<file path="config.mk">
export PLATFORM = sky130hd
export DESIGN_NAME = sftr_frame_timing_regs
export DESIGN_NICKNAME = d
export VERILOG_FILES = /design/src/rtl/sftr_pkg.sv /design/src/rtl/sftr_gs_if.sv /design/src/rtl/sftr_gs_timer.sv /design/src/rtl/sftr_frame_timing_regs.sv
export SDC_FILE = /design/constraint.sdc
export NUM_CORES = 1
export LEC_CHECK = 0
export BUFFER_PORTS_ARGS = -buffer_cell sky130_fd_sc_hd__buf_2
export CAP_MARGIN = 15
export CORE_MARGIN = 2
export CORE_UTILIZATION = 30
export CTS_CLUSTER_SIZE = 25
export DETAILED_ROUTE_END_ITERATION = 12
export SLEW_MARGIN = 20
export SYNTH_ARGS = -nofsm -noshare
export SYNTH_HDL_FRONTEND = slang
export SYNTH_SLANG_ARGS = --single-unit
</file>
<file path="constraint.sdc">
create_clock -name CLK -period 7.85 [get_ports CLK]
set_input_delay 0.3925 -clock CLK [delete_from_list [all_inputs] [get_ports CLK]]
set_output_delay 0.3925 -clock CLK [all_outputs]
set_load 0.02 [all_outputs]
</file>
<file path="src/rtl/sftr_pkg.sv">
// constants for the frame timing configuration bank
`default_nettype none
package sftr_pkg;
    // ****************************************
    // addressing
    // ****************************************
    localparam int          ADDR_W           = 9;
    localparam int          DATA_W           = 16;
    localparam logic [8:0]  BANK_BASE        = 9'h0C0;
    localparam logic [8:0]  OFS_INTEG_CTRL   = 9'h002;
    localparam logic [8:0]  OFS_REGION_UPPER = 9'h004;
    localparam logic [8:0]  OFS_DARK_ROW     = 9'h005;
    localparam logic [8:0]  OFS_PADDING_ROW  = 9'h006;
    localparam logic [8:0]  OFS_TICK_MULT    = 9'h007;
    localparam logic [8:0]  OFS_PERIOD_LEN   = 9'h008;
    localparam logic [8:0]  OFS_INTEG_TIME   = 9'h009;
    localparam logic [8:0]  OFS_SPARE_A      = 9'h00A;
    localparam logic [8:0]  OFS_SPARE_B      = 9'h00B;
    localparam logic [8:0]  OFS_GAIN_SETUP   = 9'h00C;
    localparam logic [8:0]  OFS_SYNC_CFG     = 9'h00E;
    // ****************************************
    // reset values
    // ****************************************
    localparam logic [15:0] RST_INTEG_CTRL   = 16'h0004;
    localparam logic [15:0] RST_REGION_UPPER = 16'h0000;
    localparam logic [15:0] RST_DARK_ROW     = 16'h0102;
    localparam logic [15:0] RST_PADDING_ROW  = 16'h0000;
    localparam logic [15:0] RST_TICK_MULT    = 16'h0001;
    localparam logic [15:0] RST_PERIOD_LEN   = 16'h0000;
    localparam logic [15:0] RST_INTEG_TIME   = 16'h0000;
    localparam logic [15:0] RST_GAIN_SETUP   = 16'h01E2;
    localparam logic [15:0] RST_SYNC_CFG     = 16'h033F;
    // ****************************************
    // field positions
    // ****************************************
    localparam int          POS_PERIOD_MEANING = 2;
    localparam int          POS_REGION_LO      = 7;
    localparam int          POS_REGION_HI      = 15;
    localparam int          POS_BLANK_FIRST    = 8;
    localparam int          POS_SYNC_DARK      = 1;
    localparam int          POS_SYNC_PADDING   = 2;
    localparam int          POS_SYNC_EXPOSURE  = 3;
    localparam int          POS_SYNC_REGION    = 5;
    localparam logic [7:0]  DARK_ROW_MIN       = 8'h01;
    // ****************************************
    // time base: one tick unit is one base cycle times the multiplier
    // ****************************************
    localparam int          BASE_RATE_MHZ    = 62;
    localparam int          CLK_RATE_MHZ     = 25;
    // each clock adds its length in base cycles; one base cycle costs CLK_PER_UNIT
    localparam logic [23:0] ACC_STEP         = 24'(BASE_RATE_MHZ);
    localparam logic [7:0]  CLK_PER_UNIT     = 8'(CLK_RATE_MHZ);
    typedef enum logic [1:0] {
        GS_IDLE   = 2'b00,
        GS_RESET  = 2'b01,
        GS_EXPOSE = 2'b10,
        GS_HOLD   = 2'b11
    } sftr_gs_state_e;
endpackage
`default_nettype wire

</file>
<file path="src/rtl/sftr_gs_if.sv">
// carrier between the bank and its global shutter timer
`default_nettype none
interface sftr_gs_if;
    logic [15:0] tick_mult;
    logic [15:0] period_len;
    logic [15:0] integ_time;
    logic        period_is_frame;
    logic        start;
    logic        tick;
    logic        exposing;
    logic        period_done;
    modport ctrl  (output tick_mult, period_len, integ_time, period_is_frame, start,
                   input tick, exposing, period_done);
    modport timer (input tick_mult, period_len, integ_time, period_is_frame, start,
                   output tick, exposing, period_done);
endinterface
`default_nettype wire

</file>
<file path="src/rtl/sftr_gs_timer.sv">
// global shutter tick base and exposure/period sequencer
`default_nettype none
module sftr_gs_timer
    import sftr_pkg::*;
(
    // clock and reset
    input  wire logic  clk,
    input  wire logic  srst,
    // timing carrier
    sftr_gs_if.timer   gs
);
    logic [23:0]    acc_reg;
    logic [23:0]    thr;
    logic [24:0]    acc_sum;
    logic [24:0]    acc_rem;
    logic           unit_tick;
    logic [15:0]    per_cnt_reg;
    logic [15:0]    exp_cnt_reg;
    sftr_gs_state_e state_reg;
    logic           tick_reg;
    logic           exposing_reg;
    logic           done_reg;

    // ****************************************
    // unit tick: mult base cycles, fractional from the 25 MHz clock
    // ****************************************
    always_comb begin
        thr       = 24'(CLK_PER_UNIT) * 24'((gs.tick_mult == 16'h0000) ? 16'h0001 : gs.tick_mult); // RULE_05
        acc_sum   = {1'b0, acc_reg} + {1'b0, ACC_STEP};
        acc_rem   = acc_sum - {1'b0, thr};
        unit_tick = (acc_sum >= {1'b0, thr});
    end

    // exact average for units of a clock or longer; shorter units saturate at one tick per clock
    always_ff @(posedge clk) begin
        if (srst) begin
            acc_reg  <= 24'h000000;
            tick_reg <= 1'b0;
        end else begin
            acc_reg  <= unit_tick ? ((acc_rem >= {1'b0, thr}) ? (thr - 24'h000001) : acc_rem[23:0]) : acc_sum[23:0];
            tick_reg <= unit_tick;
        end
    end

    // ****************************************
    // sequence
    // ****************************************
    always_ff @(posedge clk) begin
        if (srst) begin
            state_reg    <= GS_IDLE;
            per_cnt_reg  <= 16'h0000;
            exp_cnt_reg  <= 16'h0000;
            exposing_reg <= 1'b0;
            done_reg     <= 1'b0;
        end else begin
            done_reg <= 1'b0;
            case (state_reg)
                GS_IDLE: begin
                    exposing_reg <= 1'b0;
                    if (gs.start) begin
                        per_cnt_reg <= gs.period_len;
                        exp_cnt_reg <= gs.integ_time; // RULE_07
                        if (gs.period_is_frame) begin // RULE_06
                            state_reg    <= GS_EXPOSE;
                            exposing_reg <= 1'b1;
                        end else begin
                            state_reg <= GS_RESET;
                        end
                    end
                end
                GS_RESET: begin
                    // exposure follows the done pulse by one cycle
                    if (per_cnt_reg == 16'h0000) begin // RULE_06
                        state_reg    <= GS_EXPOSE;
                        done_reg     <= 1'b1;
                    end else if (tick_reg) begin
                        per_cnt_reg <= per_cnt_reg - 16'h0001;
                    end
                end
                GS_EXPOSE: begin
                    exposing_reg <= 1'b1; // RULE_07
                    if (tick_reg && gs.period_is_frame && per_cnt_reg != 16'h0000) begin
                        per_cnt_reg <= per_cnt_reg - 16'h0001;
                    end
                    if (exp_cnt_reg == 16'h0000) begin
                        exposing_reg <= 1'b0;
                        state_reg    <= gs.period_is_frame ? GS_HOLD : GS_IDLE;
                    end else if (tick_reg) begin
                        exp_cnt_reg <= exp_cnt_reg - 16'h0001;
                    end
                end
                GS_HOLD: begin
                    if (per_cnt_reg == 16'h0000) begin // RULE_06
                        state_reg <= GS_IDLE;
                        done_reg  <= 1'b1;
                    end else if (tick_reg) begin
                        per_cnt_reg <= per_cnt_reg - 16'h0001;
                    end
                end
                default: begin
                    state_reg <= GS_IDLE;
                end
            endcase
        end
    end

    assign gs.tick        = tick_reg;
    assign gs.exposing    = exposing_reg;
    assign gs.period_done = done_reg;
endmodule
`default_nettype wire

</file>
<file path="src/rtl/sftr_frame_timing_regs.sv">
// sequencer frame timing configuration bank with start-of-frame apply
// What this block does
// [RULE_01] upper bits 7-15 enable regions 23-31
// [RULE_02] dark row count 1-255, reset two
// [RULE_03] blank-first-line bit, resets to one
// [RULE_04] padding rows 0-4095, rolling shutter only
// [RULE_05] tick multiplier sets global shutter time unit
// [RULE_06] period is reset or frame length
// [RULE_07] exposure in lines or tick units
// [RULE_08] period meaning select resets to frame
// [RULE_09] sync bits defer updates to frame start
// [RULE_10] software writes zero to reserved places
`default_nettype none
module sftr_frame_timing_regs
    import sftr_pkg::*;
(
    // clock and reset
    input  wire logic        CLK,
    input  wire logic        SRST,
    // configuration access from the serial decoder
    input  wire logic        CFG_WR,
    input  wire logic        CFG_RD,
    input  wire logic [8:0]  CFG_ADDR,
    input  wire logic [15:0] CFG_WDATA,
    output var  logic [15:0] CFG_RDATA,
    output var  logic        CFG_RVALID,
    // sequencer status
    input  wire logic        FRAME_START,
    input  wire logic        GLOBAL_SHUTTER,
    input  wire logic        GS_START,
    // applied configuration
    output var  logic [8:0]  REGION_ENABLE_UPPER,
    output var  logic [7:0]  DARK_ROWS,
    output var  logic        BLANK_FIRST_LINE,
    output var  logic [11:0] PADDING_ROWS,
    output var  logic [15:0] INTEGRATION_TIME,
    output var  logic [15:0] PERIOD_LENGTH,
    output var  logic        PERIOD_IS_FRAME,
    output var  logic [15:0] TICK_MULT,
    output var  logic [4:0]  COLUMN_GAIN,
    // global shutter timing
    output var  logic        GS_TICK,
    output var  logic        GS_EXPOSING,
    output var  logic        GS_PERIOD_DONE
);
    logic [15:0] integ_ctrl_reg;
    logic [15:0] region_upper_reg;
    logic [15:0] dark_row_reg;
    logic [15:0] padding_row_reg;
    logic [15:0] tick_mult_reg;
    logic [15:0] period_len_reg;
    logic [15:0] integ_time_reg;
    logic [15:0] gain_setup_reg;
    logic [15:0] sync_cfg_reg;
    logic [8:0]  ofs;
    logic        in_bank;
    logic [15:0] rd_next;
    logic        apply_dark;
    logic        apply_pad;
    logic        apply_exp;
    logic        apply_region;
    logic        start_reg;

    sftr_gs_if gs_bus ();

    // ****************************************
    // decode
    // ****************************************
    always_comb begin
        ofs     = 9'(CFG_ADDR - BANK_BASE);
        in_bank = (CFG_ADDR >= BANK_BASE);
    end

    // ****************************************
    // software-visible registers
    // ****************************************
    always_ff @(posedge CLK) begin
        if (SRST) begin
            integ_ctrl_reg   <= RST_INTEG_CTRL; // RULE_08
            region_upper_reg <= RST_REGION_UPPER; // RULE_01
            dark_row_reg     <= RST_DARK_ROW; // RULE_02 RULE_03
            padding_row_reg  <= RST_PADDING_ROW;
            tick_mult_reg    <= RST_TICK_MULT;
            period_len_reg   <= RST_PERIOD_LEN;
            integ_time_reg   <= RST_INTEG_TIME;
            gain_setup_reg   <= RST_GAIN_SETUP;
            sync_cfg_reg     <= RST_SYNC_CFG;
        end else if (CFG_WR && in_bank) begin
            case (ofs)
                OFS_INTEG_CTRL:   integ_ctrl_reg   <= CFG_WDATA & RST_INTEG_CTRL; // RULE_08
                OFS_REGION_UPPER: region_upper_reg <= CFG_WDATA;
                OFS_DARK_ROW:     dark_row_reg     <= {7'h00, CFG_WDATA[8:0]};
                OFS_PADDING_ROW:  padding_row_reg  <= {4'h0, CFG_WDATA[11:0]};
                OFS_TICK_MULT:    tick_mult_reg    <= CFG_WDATA;
                OFS_PERIOD_LEN:   period_len_reg   <= CFG_WDATA;
                OFS_INTEG_TIME:   integ_time_reg   <= CFG_WDATA;
                OFS_GAIN_SETUP:   gain_setup_reg   <= CFG_WDATA;
                OFS_SYNC_CFG:     sync_cfg_reg     <= CFG_WDATA;
                // spare words keep no state; writes land nowhere
                default: begin
                end
            endcase
        end
    end

    // ****************************************
    // readback
    // ****************************************
    always_comb begin
        rd_next = 16'h0000;
        if (in_bank) begin
            case (ofs)
                OFS_INTEG_CTRL:   rd_next = integ_ctrl_reg;
                OFS_REGION_UPPER: rd_next = region_upper_reg;
                OFS_DARK_ROW:     rd_next = dark_row_reg;
                OFS_PADDING_ROW:  rd_next = padding_row_reg;
                OFS_TICK_MULT:    rd_next = tick_mult_reg;
                OFS_PERIOD_LEN:   rd_next = period_len_reg;
                OFS_INTEG_TIME:   rd_next = integ_time_reg;
                OFS_GAIN_SETUP:   rd_next = gain_setup_reg;
                OFS_SYNC_CFG:     rd_next = sync_cfg_reg;
                // spare words read as zero, software must not rely on them
                default:          rd_next = 16'h0000; // RULE_10
            endcase
        end
    end

    always_ff @(posedge CLK) begin
        if (SRST) begin
            CFG_RDATA  <= 16'h0000;
            CFG_RVALID <= 1'b0;
        end else begin
            CFG_RVALID <= CFG_RD;
            if (CFG_RD) begin
                CFG_RDATA <= rd_next;
            end
        end
    end

    // ****************************************
    // apply: at frame start while synced, at once otherwise
    // ****************************************
    always_comb begin
        apply_dark   = FRAME_START || !sync_cfg_reg[POS_SYNC_DARK]; // RULE_09
        apply_pad    = FRAME_START || !sync_cfg_reg[POS_SYNC_PADDING]; // RULE_09
        apply_exp    = FRAME_START || !sync_cfg_reg[POS_SYNC_EXPOSURE]; // RULE_09
        apply_region = FRAME_START || !sync_cfg_reg[POS_SYNC_REGION]; // RULE_09
    end

    always_ff @(posedge CLK) begin
        if (SRST) begin
            REGION_ENABLE_UPPER <= RST_REGION_UPPER[POS_REGION_HI:POS_REGION_LO];
        end else if (apply_region) begin
            REGION_ENABLE_UPPER <= region_upper_reg[POS_REGION_HI:POS_REGION_LO]; // RULE_01
        end
    end

    // a zero count is outside the legal range; one row is the safe floor
    always_ff @(posedge CLK) begin
        if (SRST) begin
            DARK_ROWS        <= RST_DARK_ROW[7:0];
            BLANK_FIRST_LINE <= RST_DARK_ROW[POS_BLANK_FIRST];
        end else if (apply_dark) begin
            DARK_ROWS        <= (dark_row_reg[7:0] == 8'h00) ? DARK_ROW_MIN : dark_row_reg[7:0]; // RULE_02
            BLANK_FIRST_LINE <= dark_row_reg[POS_BLANK_FIRST]; // RULE_03
        end
    end

    logic [11:0] pad_held_reg;
    always_ff @(posedge CLK) begin
        if (SRST) begin
            pad_held_reg <= RST_PADDING_ROW[11:0];
            PADDING_ROWS <= RST_PADDING_ROW[11:0];
        end else begin
            if (apply_pad) begin
                pad_held_reg <= padding_row_reg[11:0];
            end
            PADDING_ROWS <= GLOBAL_SHUTTER ? 12'h000 : pad_held_reg; // RULE_04
        end
    end

    always_ff @(posedge CLK) begin
        if (SRST) begin
            INTEGRATION_TIME <= RST_INTEG_TIME;
            PERIOD_LENGTH    <= RST_PERIOD_LEN;
            PERIOD_IS_FRAME  <= RST_INTEG_CTRL[POS_PERIOD_MEANING];
            TICK_MULT        <= RST_TICK_MULT;
        end else if (apply_exp) begin
            INTEGRATION_TIME <= integ_time_reg; // RULE_07
            PERIOD_LENGTH    <= period_len_reg; // RULE_06
            PERIOD_IS_FRAME  <= integ_ctrl_reg[POS_PERIOD_MEANING]; // RULE_08
            TICK_MULT        <= tick_mult_reg; // RULE_05
        end
    end

    always_ff @(posedge CLK) begin
        if (SRST) begin
            COLUMN_GAIN <= RST_GAIN_SETUP[4:0];
        end else begin
            COLUMN_GAIN <= gain_setup_reg[4:0];
        end
    end

    // ****************************************
    // global shutter timing
    // ****************************************
    always_ff @(posedge CLK) begin
        if (SRST) begin
            start_reg <= 1'b0;
        end else begin
            start_reg <= GS_START && GLOBAL_SHUTTER; // RULE_05
        end
    end

    assign gs_bus.tick_mult       = TICK_MULT;
    assign gs_bus.period_len      = PERIOD_LENGTH;
    assign gs_bus.integ_time      = INTEGRATION_TIME;
    assign gs_bus.period_is_frame = PERIOD_IS_FRAME;
    assign gs_bus.start           = start_reg;

    sftr_gs_timer u_timer (
        .clk  (CLK),
        .srst (SRST),
        .gs   (gs_bus.timer)
    );

    always_ff @(posedge CLK) begin
        if (SRST) begin
            GS_TICK        <= 1'b0;
            GS_EXPOSING    <= 1'b0;
            GS_PERIOD_DONE <= 1'b0;
        end else begin
            GS_TICK        <= gs_bus.tick;
            GS_EXPOSING    <= gs_bus.exposing;
            GS_PERIOD_DONE <= gs_bus.period_done;
        end
    end
endmodule
`default_nettype wire

</file>
==> results_dict.tcl <==
set metrics [dict create \
    die_w_um 237 \
    cts_buffer_depth 3 \
    grt_pass1_vias 14851 \
    rrSetupSlack_ns 0.31 \
    initial_core_util_pct 30.3 \
    cpPeakStageDelay_ns 0.55 \
    area_delta_synth_final_pct 20.2 \
    cts_tree "yes" \
    final_cells 2960 \
    antenna_found_initial 2 \
    numClockSinks 296 \
    clock_latency_ns 0.55 \
    finalSetupViolations 0 \
    fmax_mhz 133 \
    ys.flop_type "dfxtp_1" \
    post-route-period-util_pct 96.1 \
    fin_nets 2385 \
    synthCells 2093 \
    reg2reg_depth 38 \
    dr_wl_met3_mm 3.66 \
    tightestPinTransition_ns 1.04 \
    drtIter0Drc 1397 \
    yosysSeqAreaShare_pct 36.5 \
    start_kind "flip-flop" \
    gp_congestion 0.922 \
    vdd_drop_max_v 0.000514 \
    placementRows 85 \
    timing.critical_path.required_ns 8.25 \
    die_area_um2 56000 \
    grtUsageTotal_pct 18.8 \
    hpwl_mm 39.8 \
    drt_first_pass_iters 7 \
    top_layer "met5" \
    power.density_nw_per_um2 445 \
    clkTransAtPathRegs_ns 0.07 \
    avgViaCountPerCell 5.27 \
    grt_max_degree 97 \
    synth_area_um2 16200 \
    drc 0 \
    drt-met1-wl_mm 23.5 \
    period_needed_ns 7.54 \
    relSlewSlack_pct 30.7 \
    critical_path_class "reg2reg" \
    slowest_stage "fa_1" \
    port_buffers 135 \
    arrival_ns 7.94 \
    holdWs_ns 0.0641 \
    ant_nets 0 \
    yosys-top-cells-area "dfxtp_1 (37%), nand2_1 (11%), a21oi_1 (9.0%), ha_1 (7.9%), nor2_1 (3.7%)" \
    synth_cell_types 87 \
    place_inst 2887 \
    yosysTopAreaCellShare_pct 36.5 \
    fp.coreArea_um2 53600 \
    fill_cells 5567 \
    crit_path_end_kind "flip-flop" \
    vias 15602 \
    worstPathMaxFanout 8 \
    htree_levels 2 \
    maxCapViolCount 0 \
    yosys_warnings 0 \
    power_leakage_nw 7.88 \
    met2_length_mm 25.2 \
    numCtsBuffers 35 \
    hold_viol_final 0 \
    synth_nets 2240 \
    r2r-end "u_timer.acc_reg[18]$_SDFF_PP0_" \
    largest_reg_flops 24 \
    die_h_um 237 \
    grt-ovfl-total 0 \
    drv_slew 0 \
    hold_path.class "in2reg" \
    drive_above_1_share_pct 16.2 \
    routed_wl_mm 54.2 \
    ys_seq_elements 296 \
    yosysTopAreaCell "dfxtp_1" \
    wire_per_inst_um 18.3 \
    outcome "completed" \
    synthArstFlopShare_pct 0 \
    synth_edf_count 0 \
    synth_area_per_cell_um2 7.75 \
    grt_pass1_wl_mm 83.8 \
    ios 136 \
    reg2reg_from "TICK_MULT[14]$_SDFFE_PP0P_" \
    crit_path_start "TICK_MULT[14]$_SDFFE_PP0P_" \
    critPathCapture "u_timer.acc_reg[18]$_SDFF_PP0_" \
    root_buffer "clkbuf_16" \
    fin_skew_ns 0.0151 \
]
## metrics by stage
stage               worst slack, ns  util, %  instance area (um2)  setup TNS [ns]  power, mW
detailed placement          -0.0433     33.5                17900          -0.156       6.49
global route                -0.0242     36.4                19500         -0.0609       9.28
global placement              0.125     33.5                17900               0       6.41
CTS                          0.0356     35.8                19200               0       8.26
floorplan                    0.0685        -                16200               0       5.19
finish                        0.305     36.4                19500               0       8.68
## routing by layer
layer  track usage, %  vias to the layer above
met5                0                        -
met4             7.23                        2
met3             2.83                      114
met2             30.8                      553
met1             25.0                     7415
li1                 -                     7518
## worst min path at each step
stage / startpoint / end / slack (ns) / cells past startpoint
CTS: GS_START / gs_bus.start$_SDFF_PP0_ / 0.05 / 3
global placement: u_timer.gs.period_done$_SDFF_PP0_ / GS_PERIOD_DONE$_SDFF_PP0_ / 0.43 / 1
finish: GS_START / gs_bus.start$_SDFF_PP0_ / 0.06 / 3
global route: GS_START / gs_bus.start$_SDFF_PP0_ / 0.08 / 3
detailed placement: pad_held_reg[7]$_SDFFE_PP0P_ / PADDING_ROWS[7]$_SDFF_PP0_ / 0.44 / 1
floorplan: u_timer.gs.period_done$_SDFF_PP0_ / GS_PERIOD_DONE$_SDFF_PP0_ / 0.41 / 1
## layout by cell type (no fill, tap or decap), types with 36 or more instances in the layout
| cell | instances |
|---|---|
| buf_2 | 134 |
| clkbuf_16 | 36 |
| nand2_1 | 487 |
| ha_1 | 89 |
| o21ai_0 | 44 |
| xnor2_1 | 50 |
| nor2_1 | 156 |
| dfxtp_1 | 294 |
| buf_4 | 84 |
| a21oi_1 | 284 |
| inv_1 | 47 |
## power by group
group	total, mW	internal (mW)	switching [mW]
sequential	1.71	1.61	0.0966
combinational	5.26	2.47	2.79
clock	1.71	1.03	0.683
total	8.68	5.11	3.57
## Yosys cell counts (6+ instances only)
library cell / count
o211ai_1: 6
nor3b_1: 7
nor2b_1: 21
or2_2: 7
ha_1: 103
and3_1: 23
inv_1: 51
nand3b_1: 24
or3_1: 7
a22oi_1: 28
buf_1: 8
mux2i_1: 31
a221oi_1: 12
nand4_1: 15
nor4_1: 10
o21ai_1: 14
a21o_1: 14
o21ai_0: 48
xor2_1: 20
nand3_1: 25
fa_1: 12
and2_1: 19
nor3_1: 37
o21a_1: 7
a211oi_1: 20
clkbuf_1: 95
nand2b_1: 29
dfxtp_1: 296
o22ai_1: 15
xnor2_1: 53
a31oi_1: 7
nand2_1: 488
nor2_1: 158
a21oi_1: 292
## area by class of cell
class	count	area, um2	share of cell area (%)
sequential	296	5930	30.4
antenna	1	2.50	0.0128
clock buffer	52	1050	5.38
tap	696	871	4.47
timing repair buffer	222	1380	7.08
clock inverter	10	154	0.789
inverter	53	199	1.02
multi-input combinational	1630	9920	50.9
## timing repair
action / CTS / global route
setup buffers: 1 / 8
resized for setup: 6 / 50
setup endpoints to repair: 13 / 24
cloned: 0 / 1
pin swaps: 1 / 35
hold buffers: 0 / 0
## critical path, delay by kind of cell, from the launching register on
family | cells | cell delay [ns]
muxes | 2 | 0.25
buffers and inverters | 6 | 0.74
adders and majority gates | 7 | 2.12
AOI/OAI and AO/OA | 12 | 2.40
xor gates and xnor gates | 2 | 0.25
and+or+nand+nor | 9 | 1.32
DFF | 1 | 0.32
## cells by family after synthesis
logic type | share of synthesized area [%]
xor+xnor | 4.21
simple gates | 24.5
flops | 36.5
mux | 2.49
compound gates | 18.7
buf+inv | 4.10
fa+ha+maj | 9.42
Note: power is estimated with default switching activity, not from simulation.
